$ cat config.mk
export PLATFORM = sky130hd
export DESIGN_NAME = pfs_sequencer
export DESIGN_NICKNAME = d
export VERILOG_FILES = /design/src/logic/pfs_pkg.sv /design/src/logic/pfs_sequencer.sv /design/src/logic/pfs_timer.sv
export SDC_FILE = /design/constraint.sdc
export NUM_CORES = 1
export LEC_CHECK = 0
export ABC_AREA = 1
export ABC_CLOCK_PERIOD_IN_PS = 1600
export BUFFER_PORTS_ARGS = -buffer_cell sky130_fd_sc_hd__buf_2
export CAP_MARGIN = 20
export CORE_MARGIN = 2
export CORE_UTILIZATION = 45
export DETAILED_ROUTE_END_ITERATION = 6
export PLACE_DENSITY = 0.66
export SKIP_CTS_REPAIR_TIMING = 1
export SLEW_MARGIN = 5
export SYNTH_ARGS = -nofsm -noshare
export SYNTH_HDL_FRONTEND = slang
export SYNTH_HIERARCHICAL = 1
export SYNTH_SLANG_ARGS = --single-unit
$ cat constraint.sdc
create_clock -name clk -period 1.6 [get_ports clk]
set_input_delay 0.24 -clock clk [delete_from_list [all_inputs] [get_ports clk]]
set_output_delay 0.24 -clock clk [all_outputs]
set_load 0.005 [all_outputs]
$ cat src/logic/pfs_pkg.sv
// Operation
// - while dc power is not good the processor holds the bus initialize line asserted, except in a power-down before its power-fail timer expires.
// - once power reserve good is asserted the processor runs its power-up sequence.
// - on power reserve good negation the processor finishes its instruction and traps through vector 16'h0018 (24 decimal).
// - a started power-down runs to completion before a new power-up begins, except that dc loss after its power-fail timer expires aborts it to PFS_OFF.
package pfs_pkg;
  localparam int unsigned CLK_MHZ          = 100;
  localparam int unsigned PFAIL_BUDGET_MS  = 4;
  localparam int unsigned PFAIL_BUDGET_CYC = PFAIL_BUDGET_MS * 1000 * CLK_MHZ;
  localparam int unsigned MASTER_REL_MS    = 1;
  localparam int unsigned MASTER_REL_CYC   = MASTER_REL_MS * 1000 * CLK_MHZ;
  localparam logic [15:0] PFAIL_VECTOR     = 16'h0018; // 24 decimal, 30 octal
  localparam logic [15:0] BOOT_VECTOR_RST  = 16'h0000;

  typedef enum logic [2:0] {
    PFS_OFF      = 3'b000,
    PFS_WAIT_PWR = 3'b001,
    PFS_POWERUP  = 3'b010,
    PFS_RUN      = 3'b011,
    PFS_PF_DRAIN = 3'b100,
    PFS_PF_TRAP  = 3'b101,
    PFS_PF_WAIT  = 3'b110,
    PFS_DOWN     = 3'b111
  } pfs_state_e;
endpackage

$ cat src/logic/pfs_sequencer.sv
`timescale 1ns/1ps
module pfs_sequencer #(
  parameter int unsigned PFAIL_CYC  = pfs_pkg::PFAIL_BUDGET_CYC,
  parameter int unsigned RELEASE_CYC = pfs_pkg::MASTER_REL_CYC
) (
  input  wire logic        clk,
  input  wire logic        rst_n,
  input  wire logic        dc_power_good,
  input  wire logic        power_reserve_good,
  input  wire logic        instr_done,
  input  wire logic        halt_done,
  input  wire logic        other_master_busy,
  output logic             bus_initialize_n,
  output logic             powerup_start,
  output logic             pfail_trap,
  output logic [15:0]      trap_vector,
  output logic             cpu_enable,
  output logic             pfail_overrun,
  output logic             release_overrun
);
  pfs_pkg::pfs_state_e state_q, state_d;
  logic        pok_q;
  logic        init_q;
  logic        pup_q;
  logic        trap_q;
  logic [15:0] vec_q;
  logic        ovr_q;
  logic        rel_ovr_q;
  logic        pf_run;
  logic        pf_exp;
  logic        rel_run;
  logic        rel_exp;

  wire pok_fall   = pok_q && !power_reserve_good;
  wire pf_start   = (state_q == pfs_pkg::PFS_RUN) && !power_reserve_good;
  wire in_pfail   = (state_q == pfs_pkg::PFS_PF_DRAIN) || (state_q == pfs_pkg::PFS_PF_TRAP)
                    || (state_q == pfs_pkg::PFS_PF_WAIT);

  always_comb begin
    state_d = state_q;
    case (state_q)
      pfs_pkg::PFS_OFF:      if (dc_power_good) state_d = pfs_pkg::PFS_WAIT_PWR;
      pfs_pkg::PFS_WAIT_PWR: begin
        if (!dc_power_good) state_d = pfs_pkg::PFS_OFF;
        else if (power_reserve_good) state_d = pfs_pkg::PFS_POWERUP;
      end
      pfs_pkg::PFS_POWERUP:  state_d = pfs_pkg::PFS_RUN;
      pfs_pkg::PFS_RUN:      begin
        if (!dc_power_good) state_d = pfs_pkg::PFS_OFF;
        else if (!power_reserve_good) state_d = pfs_pkg::PFS_PF_DRAIN;
      end
      pfs_pkg::PFS_PF_DRAIN: if (instr_done) state_d = pfs_pkg::PFS_PF_TRAP;
      pfs_pkg::PFS_PF_TRAP:  state_d = pfs_pkg::PFS_PF_WAIT;
      pfs_pkg::PFS_PF_WAIT:  if (halt_done || pf_exp) state_d = pfs_pkg::PFS_DOWN;
      pfs_pkg::PFS_DOWN:     if (!dc_power_good) state_d = pfs_pkg::PFS_OFF;
      default:               state_d = pfs_pkg::PFS_OFF;
    endcase
    // power-down finishes first; dc loss only aborts it once the power-fail timer has expired
    if (in_pfail && !dc_power_good && pf_exp) state_d = pfs_pkg::PFS_OFF;
  end

  pfs_timer #(.W(32)) u_pf_timer (
    .clk     (clk),
    .rst_n   (rst_n),
    .start   (pf_start),
    .limit   (PFAIL_CYC),
    .running (pf_run),
    .expired (pf_exp)
  );

  pfs_timer #(.W(32)) u_rel_timer (
    .clk     (clk),
    .rst_n   (rst_n),
    .start   (pok_fall),
    .limit   (RELEASE_CYC),
    .running (rel_run),
    .expired (rel_exp)
  );

  always_ff @(posedge clk or negedge rst_n) begin
    if (!rst_n) begin
      state_q   <= pfs_pkg::PFS_OFF;
      pok_q     <= 1'b0;
      init_q    <= 1'b1;
      pup_q     <= 1'b0;
      trap_q    <= 1'b0;
      vec_q     <= pfs_pkg::BOOT_VECTOR_RST;
      ovr_q     <= 1'b0;
      rel_ovr_q <= 1'b0;
    end else begin
      state_q   <= state_d;
      pok_q     <= power_reserve_good;
      init_q    <= (state_d == pfs_pkg::PFS_OFF);
      pup_q     <= (state_d == pfs_pkg::PFS_POWERUP);
      trap_q    <= (state_d == pfs_pkg::PFS_PF_TRAP);
      if (state_d == pfs_pkg::PFS_PF_TRAP) vec_q <= pfs_pkg::PFAIL_VECTOR;
      // sticky until next power-up; set wins over clear
      if (pf_exp && (state_q == pfs_pkg::PFS_PF_WAIT) && !halt_done) ovr_q <= 1'b1;
      else if (state_d == pfs_pkg::PFS_POWERUP) ovr_q <= 1'b0;
      // watches the far side only; diagnostic
      if (rel_run && other_master_busy && rel_exp) rel_ovr_q <= 1'b1;
      else if (rel_exp && other_master_busy) rel_ovr_q <= 1'b1;
      else if (state_d == pfs_pkg::PFS_POWERUP) rel_ovr_q <= 1'b0;
    end
  end

  assign bus_initialize_n = !init_q;
  assign powerup_start    = pup_q;
  assign pfail_trap       = trap_q;
  assign trap_vector      = vec_q;
  assign cpu_enable       = (state_q == pfs_pkg::PFS_RUN) || (state_q == pfs_pkg::PFS_PF_DRAIN)
                            || (state_q == pfs_pkg::PFS_PF_WAIT) || (state_q == pfs_pkg::PFS_PF_TRAP);
  assign pfail_overrun    = ovr_q;
  assign release_overrun  = rel_ovr_q;
endmodule

$ cat src/logic/pfs_timer.sv
`timescale 1ns/1ps
module pfs_timer #(
  parameter int unsigned W = 32
) (
  input  wire logic         clk,
  input  wire logic         rst_n,
  input  wire logic         start,
  input  wire logic [W-1:0] limit,
  output logic              running,
  output logic              expired
);
  logic [W-1:0] cnt_q;
  logic         run_q;
  logic         exp_q;
  wire          hit = run_q && (cnt_q >= limit);

  always_ff @(posedge clk or negedge rst_n) begin
    if (!rst_n) begin
      cnt_q <= '0;
      run_q <= 1'b0;
      exp_q <= 1'b0;
    end else if (start) begin
      cnt_q <= {{(W-1){1'b0}}, 1'b1};
      run_q <= 1'b1;
      exp_q <= 1'b0;
    end else if (hit) begin
      run_q <= 1'b0;
      exp_q <= 1'b1;
    end else if (run_q) begin
      cnt_q <= cnt_q + {{(W-1){1'b0}}, 1'b1};
    end
  end

  assign running = run_q;
  assign expired = exp_q;
endmodule
==> out/metrics.yaml, run 1 <==
global_routing:
  grt_pass1_wl_um: 28410
  first_global_vias: 6032
  grt_max_degree: 35
  grt_antenna_before_repair: 0
  grtUsageTotal_pct: 21.13
  overflow: 0
route:
  wl_met3_um: 834
  highest_layer: "met4"
  drc: 0
  dr.first_iter.drc_count: 533
  route.met2.wl_um: 8082
  vias_per_cell: 4.836
  routed_wl_um: 17930
  vias: 6857
  wl_per_cell_um: 12.64
  drtPass1Iterations: 5
  postRouteAntennaNets: 0
  drt-met1-wl_um: 8761
sta:
  clock_skew_ns: 0.009349
  setup-violations-final: 68
  final_max_slew_viol_count: 0
  finalCritPeriodShare_pct: 123.8
  setup_slack_ns: -0.3809
  period_needed_ns: 1.981
  fmaxAchievable_ghz: 0.5048
  rsz0062_at_grt: "yes"
  hold_viol_final: 0
synthesis:
  synth-simple-area-share_pct: 39.09
  synth-compound-area-share_pct: 4.185
  synth_top_family_by_area: "simple AND/OR/NAND/NOR gates"
  syn_inst: 1036
  yosys_warnings: 6
  synth_mux_area_share_pct: 0
  synth_xor_area_share_pct: 6.009
  syn_area_per_cell_um2: 6.754
  yosysTopAreaCellShare_pct: 27.54
  ys_seq_area_share_pct: 27.91
  yosysTopAreaCell: "dfrtp_1"
  synthesis.area_um2: 6997
  synth_seq_cells: 78
  synth.distinct_cells: 29
  yosys-top-cells-area: "dfrtp_1 (28%), nand2_1 (17%), ha_1 (12%)"
  synth_fa_ha_area_share_pct: 11.80
finish:
  fillCellCount: 1390
  multi_input_area_um2: 5145
  layout.cells.most_common: "nand2_1"
  finalNetCount: 1298
  antenna_cells: 0
  drive_above_1_share_pct: 27.32
  regArea_um2: 1953
  final_util_pct: 61.41
  finish.instance_area_um2: 9335
  mostFrequentLayoutCells: "nand2_1 (262), nor2_1 (123), inv_1 (114), buf_4 (109), conb_1 (78)"
  area_growth_pct: 33.42
run_status:
  status: "complete, but fails checks"
  violations: "setup timing"
place:
  gp_congestion: 0.9567
  dp_hpwl_um: 12940
  port_buffers: 14
  pre_cts_slack_ns: -0.3540
  placed_area_um2: 8240
pwr:
  p_leak_uw: 0.004626
  irDropWorstVdd_v: 0.0007486
  p_per_area_nw_per_um2: 927.9
critical_path:
  cp_max_fo: 7
  critical_path_class: "register to register"
  cp.arrival_ns: 2.20
  end_kind: "register"
  cp-start-kind: "register"
  crit_required_ns: 1.82
min_path:
  hold_class: "input port to register"
die:
  ios: 29
  start_util_pct: 46.02
  fp.dieW_um: 128.7
  die_y_um: 128.7
  fp-row-count: 45
  dieArea_um2: 16560
  core_um2: 15200
clock_tree:
  cts.path.max_buffers: 2
  cts-htree-levels: 3
  cts.sinks: 78
  cts_made_buffers: 9
  clk_latency_ns: 0.35
  cts_root_buf: "clkbuf_16"
  clk_pin_slew_worst_paths_ns: 0.06
  cts_tree: "done"
run:
  cap_violations: 0
cells in the mapped netlist:
library cell,count
clkbuf_1,10
o21ai_2,1
nor2_2,17
o41ai_1,1
dfrtp_1,77
ha_1,66
conb_1,2
o21ai_1,2
nand3_1,77
a21oi_1,36
o21ai_0,11
nor3b_1,2
o21a_1,4
nor2_4,6
clkinv_1,2
nand2_1,323
nor3_1,8
nand4_1,23
xnor2_1,26
nor3_2,12
nand3_2,6
buf_4,21
inv_2,7
nor2_1,134
dfstp_2,1
inv_1,118
nand2_2,13
xor2_1,22
buf_6,8
cell families (layout without fill, tap and decap cells):
kind of cell	count (synthesis)	in the layout
xor+xnor	48	48
other cells	2	78
fa+ha+maj	66	66
compound gates	55	55
simple gates	621	621
flops	78	78
buf+inv	166	284
state kept, by name, indices dropped and copies added (netlist names):
name                 flops
u_pf_timer/running       1
u_pf_timer/cnt_q        32
u_rel_timer/cnt_q       32
u_pf_timer/expired       1
release_overrun          1
u_rel_timer/running      1
pfail_overrun            1
powerup_start            1
trap_vector              1
init_q                   1
u_rel_timer/expired      1
pok_q                    1
pfail_trap               1
state_q                  3
path summary, 6_finish.rpt:
path / start / slack, ns / to / cells after the start
min: halt_done / 0.09 / pfail_overrun / 2
max in group asynchronous: rst_n / 0.71 / init_q / 3
min reg2reg: trap_vector[3] / 0.49 / trap_vector[3] / 2
max reg2reg: u_rel_timer/cnt_q[9] / -0.38 / u_rel_timer/cnt_q[0] / 11
min in group asynchronous: rst_n / 0.34 / u_rel_timer/cnt_q[6] / 2
max: u_rel_timer/cnt_q[9] / -0.38 / u_rel_timer/cnt_q[0] / 11
final cells by class:
type	instances	share of cell area, %
flip-flops and latches	78	20.92
repair inverters	1	0.1206
well taps	188	2.520
multi-input cells	868	55.11
inverters	127	5.267
clock inverters	6	0.7506
clock buffers	10	2.453
repair buffers	140	12.85
layer usage:
layer / vias to the layer above / global-route usage (%)
met5: - / 0
met4: 0 / 5.627
met3: 18 / 2.703
met2: 166 / 32.18
met1: 3114 / 31.59
li1: 3559 / -
power breakdown:
part           total [uW]  internal [uW]  switching (uW)
clock network        2090           1220             868
logic                4040           1710            2330
registers            2540           2310             226
total                8660           5240            3430
metrics by stage:
step | hold slack, ns | instances | setup TNS, ns | power [uW]
floorplan | -0.05559 | 1112 | -6.324 | 4785
global placement | 0.1650 | 1387 | -20.86 | 5869
detailed placement | 0.1630 | 1387 | -21.30 | 5928
CTS | -0.2021 | 1403 | -22.88 | 8069
global route | 0.08948 | 1418 | -29.22 | 9278
finish | 0.08991 | 1418 | -21.63 | 8662
critical path, cell delays in order, from the launching register on:
cell and delay, ns:
dfrtp_1 0.38, ha_1 0.31, a21oi_2 0.14, o21ai_1 0.08, a21oi_2 0.17, nand2_1 0.08
nand2_2 0.11, nand3_4 0.14, buf_12 0.18, buf_8 0.14, nand2_2 0.07, nand3_2 0.06
(Power assumes the default switching activity.)
==> run 2, diff against run 1 <==
--- a/config.mk
+++ b/config.mk
@@ -6,13 +6,13 @@
 export NUM_CORES = 1
 export LEC_CHECK = 0
 export ABC_AREA = 1
-export ABC_CLOCK_PERIOD_IN_PS = 1600
+export ABC_CLOCK_PERIOD_IN_PS = 2350
 export BUFFER_PORTS_ARGS = -buffer_cell sky130_fd_sc_hd__buf_2
 export CAP_MARGIN = 20
 export CORE_MARGIN = 2
 export CORE_UTILIZATION = 45
 export DETAILED_ROUTE_END_ITERATION = 6
-export PLACE_DENSITY = 0.66
+export PLACE_DENSITY = 0.63
 export SKIP_CTS_REPAIR_TIMING = 1
 export SLEW_MARGIN = 5
 export SYNTH_ARGS = -nofsm -noshare
==> constraint.sdc (replaced) <==
create_clock -name clk -period 2.35 [get_ports clk]
set_input_delay 0.3525 -clock clk [delete_from_list [all_inputs] [get_ports clk]]
set_output_delay 0.3525 -clock clk [all_outputs]
set_load 0.005 [all_outputs]
==> out/metrics.yaml, run 2 (synthesis results as in run 1) <==
route:
  dr.first_iter.drc_count: 368  # -31%
  postRouteAntennaNets: 0  # unchanged
  vias: 6262  # -8.7%
  wl_per_cell_um: 12.10  # -4.3%
  drtPass1Iterations: 6  # +1
  drc: 0  # unchanged
  routed_wl_um: 15920  # -11%
  vias_per_cell: 4.758  # -1.6%
global_routing:
  grtUsageTotal_pct: 20.67  # -0.46 points
  use_met1_pct: 29.63  # -2.0 points
  overflow: 0  # unchanged
  grt.met3_usage_pct: 4.200  # +1.5 points
  grt_max_degree: 34  # -2.9%
  first_global_vias: 5703  # -5.5%
  grt_pass1_wl_um: 27500  # -3.2%
  top_usage_layer: "met2"
  grt_antenna_before_repair: 0  # unchanged
  use_met2_pct: 31.56  # -0.62 points
critical_path:
  cp-start-kind: "register"
  cp.arrival_ns: 2.35  # +0.15 ns
  crit_required_ns: 2.59  # +0.77 ns
  cp_max_fo: 16  # +9
  end_kind: "register"
  critical_path_class: "register to register"
  r2r.worst_path.cells: 15  # +4
finish:
  area_growth_pct: 11.86
  finish.instance_area_um2: 7826  # -16%
  fin_cells: 1316  # -7.2%
  antenna_cells: 0  # unchanged
  top_regs: "u_pf_timer/cnt_q x32, u_rel_timer/cnt_q x32, state_q x3"
  final_util_pct: 51.48  # -9.9 points
  mostFrequentLayoutCells: "nand2_1 (323), nor2_1 (132), inv_1 (118), conb_1 (78)"
  finalNetCount: 1196  # -7.9%
  layout.cells.most_common: "nand2_1"
  drive_above_1_share_pct: 10.46  # -17 points
pwr:
  seqPwrFrac_pct: 36.0  # +6.7 points
  irDropWorstVdd_v: 0.0004695  # -37%
  power_frac_comb_pct: 36.2  # -10 points
  p_per_area_nw_per_um2: 655.9  # -29%
  p_int_uw: 3097  # -41%
  p_clk_share_pct: 27.8  # +3.7 points
  p_sw_uw: 2036  # -41%
  power.total_uw: 5133  # -41%
  p_leak_uw: 0.003996  # -14%
  p_sw_share_pct: 39.66  # +0.12 points
clock_tree:
  clk_pin_slew_worst_paths_ns: 0.06  # about the same
  clk_latency_ns: 0.35  # about the same
  cts.sinks: 78  # unchanged
  cts_root_buf: "clkbuf_16"
  cts_made_buffers: 9  # unchanged
  cts.path.max_buffers: 2  # unchanged
  cts-htree-levels: 3  # unchanged
  cts_tree: "done"
sta:
  clock_skew_ns: 0.005424  # -0.003925 ns
  finalCritPeriodShare_pct: 89.72  # -34 points
  fin_setup_tns_ns: 0  # +21.63 ns
  fmaxAchievable_ghz: 0.4743  # -6.0%
  rsz0062_at_grt: "no"
  setup-violations-final: 0  # -100%
  period_needed_ns: 2.108  # +0.1274 ns
  final_max_slew_viol_count: 0  # unchanged
  hold_viol_final: 0  # unchanged
die:
  start_util_pct: 46.02  # unchanged
  core_um2: 15200  # unchanged
  fp-row-count: 45  # unchanged
  die_y_um: 128.7  # unchanged
  ios: 29  # unchanged
  dieArea_um2: 16560  # unchanged
  fp.dieW_um: 128.7  # unchanged
min_path:
  hold_depth: 2  # unchanged
  hold_class: "input port to register"
place:
  placed_cells: 1299  # -6.3%
  placed_area_um2: 7502  # -9.0%
  port_buffers: 14  # unchanged
  gp_congestion: 0.9137  # -4.5%
  dp_hpwl_um: 12380  # -4.3%
run_status:
  status: "complete, no violations"
run:
  cap_violations: 0  # unchanged
run 2: changes by cell type in the layout (fill, tap and decap cells not counted), sizes merged:
cell	previous run	this run
clkbuf	14	11
buf	135	38
clkinvlp	0	2
clkinv	7	3
run 2: through the flow:
stage,hold WS (ns),setup WS [ns]
after floorplan,0.05691,0.5831
after global placement,0.3495,0.2041
after detailed placement,0.3430,0.1783
after CTS,-0.02145,0.1503
after global routing,0.1871,0.004464
final,0.1945,0.2417
run 2: worst max-delay path, cell delays in order, from the launching register on:
cell,delay (ns)
dfrtp_1,0.44
ha_1,0.32
nand2_1,0.05
inv_1,0.04
nand2_1,0.06
nor2_1,0.11
nor2_1,0.05
nand2_1,0.08
nand2_1,0.05
nand2_1,0.10
nand2_1,0.10
nand3_2,0.11
buf_4,0.23
inv_4,0.11
nand2_1,0.08
nand2_1,0.06
run 2: power groups by stage:
| stage | Combinational [uW] | Clock [uW] | Sequential [uW] |
|---|---|---|---|
| finish | 1860 | 1430 | 1850 |
| global route | 2160 | 1540 | 1890 |
| CTS | 1850 | 1470 | 1850 |
| detailed placement | 1840 | 0 | 1870 |
| global placement | 1820 | 0 | 1870 |
| floorplan | 1390 | 0 | 1840 |
run 2: area by class of cell:
class | instances | area, um2
fillers | 1575 | 7376
multi-input cells | 868 | 4582
flip-flops and latches | 78 | 1953
inverters | 127 | 479.2
repair buffers | 39 | 275.3
clock buffers | 11 | 242.7
well taps | 188 | 235.2
clock inverters | 5 | 58.81
run 2: worst paths after layout:
kind                                         to           startpoint  slack [ns]
max                        u_pf_timer/cnt_q[21]  u_pf_timer/cnt_q[5]        0.24
min                               pfail_overrun            halt_done        0.19
max reg2reg                u_pf_timer/cnt_q[21]  u_pf_timer/cnt_q[5]        0.24
min reg2reg                     release_overrun  u_rel_timer/expired        0.47
max in group asynchronous                init_q                rst_n        1.23
min in group asynchronous  u_rel_timer/cnt_q[6]                rst_n        0.51
run 2: per-layer routing:
layer,vias up,routed length (um)
met3,17,606
li1,3353,-
met2,101,6892
met1,2791,8182
met5,-,0
met4,0,238
==> run 3, diff against run 2 <==
--- a/config.mk
+++ b/config.mk
@@ -13,6 +13,7 @@
 export CORE_UTILIZATION = 45
 export DETAILED_ROUTE_END_ITERATION = 6
 export PLACE_DENSITY = 0.63
+export RECOVER_POWER = 100
 export SKIP_CTS_REPAIR_TIMING = 1
 export SLEW_MARGIN = 5
 export SYNTH_ARGS = -nofsm -noshare
==> out/metrics.yaml, run 3 (synthesis results as in run 1) <==
finish:
  drive_above_1_share_pct: 9.840  # -0.62 points
  area_growth_pct: 11.39
  final_util_pct: 51.27  # -0.21 points
  antenna_cells: 0  # unchanged
  finalNetCount: 1196  # unchanged
  mostFrequentLayoutCells: "nand2_1 (324), nor2_1 (133), inv_1 (120), nand3_1 (78), conb_1 (78)"
  layout.cells.most_common: "nand2_1"
  top_regs: "u_pf_timer/cnt_q x32, u_rel_timer/cnt_q x32, state_q x3"
critical_path:
  end_kind: "register"
  cp-start-kind: "register"
  crit_required_ns: 2.59  # about the same
  cp.arrival_ns: 2.34  # about the same
  rrSetupSlack_ns: 0.24  # about the same
  critical_path_class: "register to register"
  cp_max_fo: 16  # unchanged
pwr:
  p_leak_uw: 0.003981  # -0.38%
  p_per_area_nw_per_um2: 655.7  # about the same
  irDropWorstVdd_v: 0.0004704  # +0.19%
route:
  highest_layer: "met4"
  drt-met1-wl_um: 8175  # about the same
  drtPass1Iterations: 5  # -1
  vias: 6295  # +0.53%
  vias_per_cell: 4.783  # +0.53%
  wl_met3_um: 619  # +2.1%
  postRouteAntennaNets: 0  # unchanged
  route.met2.wl_um: 6913  # +0.30%
  dr.first_iter.drc_count: 367  # -0.27%
  drc: 0  # unchanged
  wl_per_cell_um: 12.12  # +0.17%
  routed_wl_um: 15950  # +0.17%
clock_tree:
  cts-htree-levels: 3  # unchanged
  clk_pin_slew_worst_paths_ns: 0.06  # about the same
  cts.path.max_buffers: 2  # unchanged
  clk_latency_ns: 0.35  # about the same
  cts_tree: "done"
  cts_root_buf: "clkbuf_16"
  cts_made_buffers: 9  # unchanged
  cts.sinks: 78  # unchanged
place:
  gp_congestion: 0.9137  # unchanged
  port_buffers: 14  # unchanged
  dp_hpwl_um: 12380  # unchanged
sta:
  setup-violations-final: 0  # unchanged
  maxSlewHeadroom_pct: 39.50
  fin_setup_tns_ns: 0  # unchanged
  hold_ws_ns: 0.1936  # -0.0009460 ns
  tightest_slew_ns: 0.9074
  finalCritPeriodShare_pct: 89.59  # -0.13 points
  period_needed_ns: 2.105  # -0.002957 ns
  clock_skew_ns: 0.006062  # +0.0006376 ns
  fmaxAchievable_ghz: 0.4750  # +0.14%
  hold_viol_final: 0  # unchanged
  rsz0062_at_grt: "no"
  final_max_slew_viol_count: 0  # unchanged
die:
  ios: 29  # unchanged
  start_util_pct: 46.02  # unchanged
  fp.dieW_um: 128.7  # unchanged
  fp-row-count: 45  # unchanged
  dieArea_um2: 16560  # unchanged
  core_um2: 15200  # unchanged
  die_y_um: 128.7  # unchanged
run:
  cap_violations: 0  # unchanged
global_routing:
  grt_max_degree: 34  # unchanged
  grtUsageTotal_pct: 20.67  # unchanged
  grt_pass1_wl_um: 27500  # unchanged
  overflow: 0  # unchanged
  first_global_vias: 5703  # unchanged
  grt_antenna_before_repair: 0  # unchanged
run_status:
  status: "complete, no violations"
min_path:
  hold_class: "input port to register"
## run 3: changes by cell type in the layout (fill, tap and decap cells not counted), sizes merged
| cell | before | now |
|---|---|---|
| clkbuf | 11 | 17 |
| buf | 38 | 32 |
## run 3: layout make-up
type	instances	area (um2)
Sequential cell	78	1953
Tap cell	188	235.2
Clock buffer	11	242.7
Inverter	127	479.2
Timing Repair Buffer	39	252.7
Fill cell	1576	7408
Clock inverter	5	58.81
Multi-Input combinational cell	868	4572
## run 3: routing by layer
layer,up-vias,global-route usage [%]
met4,0,6.138
met5,-,0
li1,3352,-
met2,108,31.56
met1,2818,29.63
met3,17,4.200
## run 3: worst paths after layout
check / endpoint / from / cells past startpoint
max in group asynchronous: u_rel_timer/cnt_q[28] / rst_n / 3
worst max-delay path: u_pf_timer/cnt_q[21] / u_pf_timer/cnt_q[5] / 15
worst max register to register: u_pf_timer/cnt_q[21] / u_pf_timer/cnt_q[5] / 15
worst min-delay path: pfail_overrun / halt_done / 2
min in group asynchronous: u_rel_timer/cnt_q[6] / rst_n / 2
worst min register to register: release_overrun / u_rel_timer/expired / 2
## run 3: critical path: stages, from the launching register on
cell and delay [ns]:
dfrtp_1 0.44, ha_1 0.32, nand2_1 0.05, inv_1 0.04
nand2_1 0.06, nor2_1 0.11, nor2_1 0.05, nand2_1 0.07
nand2_1 0.05, nand2_1 0.10, nand2_1 0.10, nand3_2 0.11
buf_4 0.23, inv_4 0.11, nand2_1 0.08, nand2_1 0.06
## run 3: power by group
group / total [uW] / switching, uW / leakage (uW) / internal, uW
Combinational: 1840 / 1180 / 0.00279 / 658
Sequential: 1840 / 271 / 0.00105 / 1570
Clock: 1430 / 576 / 0.000142 / 854
## run 3: through the flow
step / power, uW / setup WS [ns] / instances / instance area (um2)
global route: 5554 / 0.006836 / 1316 / 7794
finish: 5110 / 0.2447 / 1316 / 7794
global placement: 3690 / 0.2041 / 1299 / 7502
detailed placement: 3717 / 0.1783 / 1299 / 7502
CTS: 5170 / 0.1503 / 1315 / 7804
floorplan: 3227 / 0.5831 / 1112 / 7282
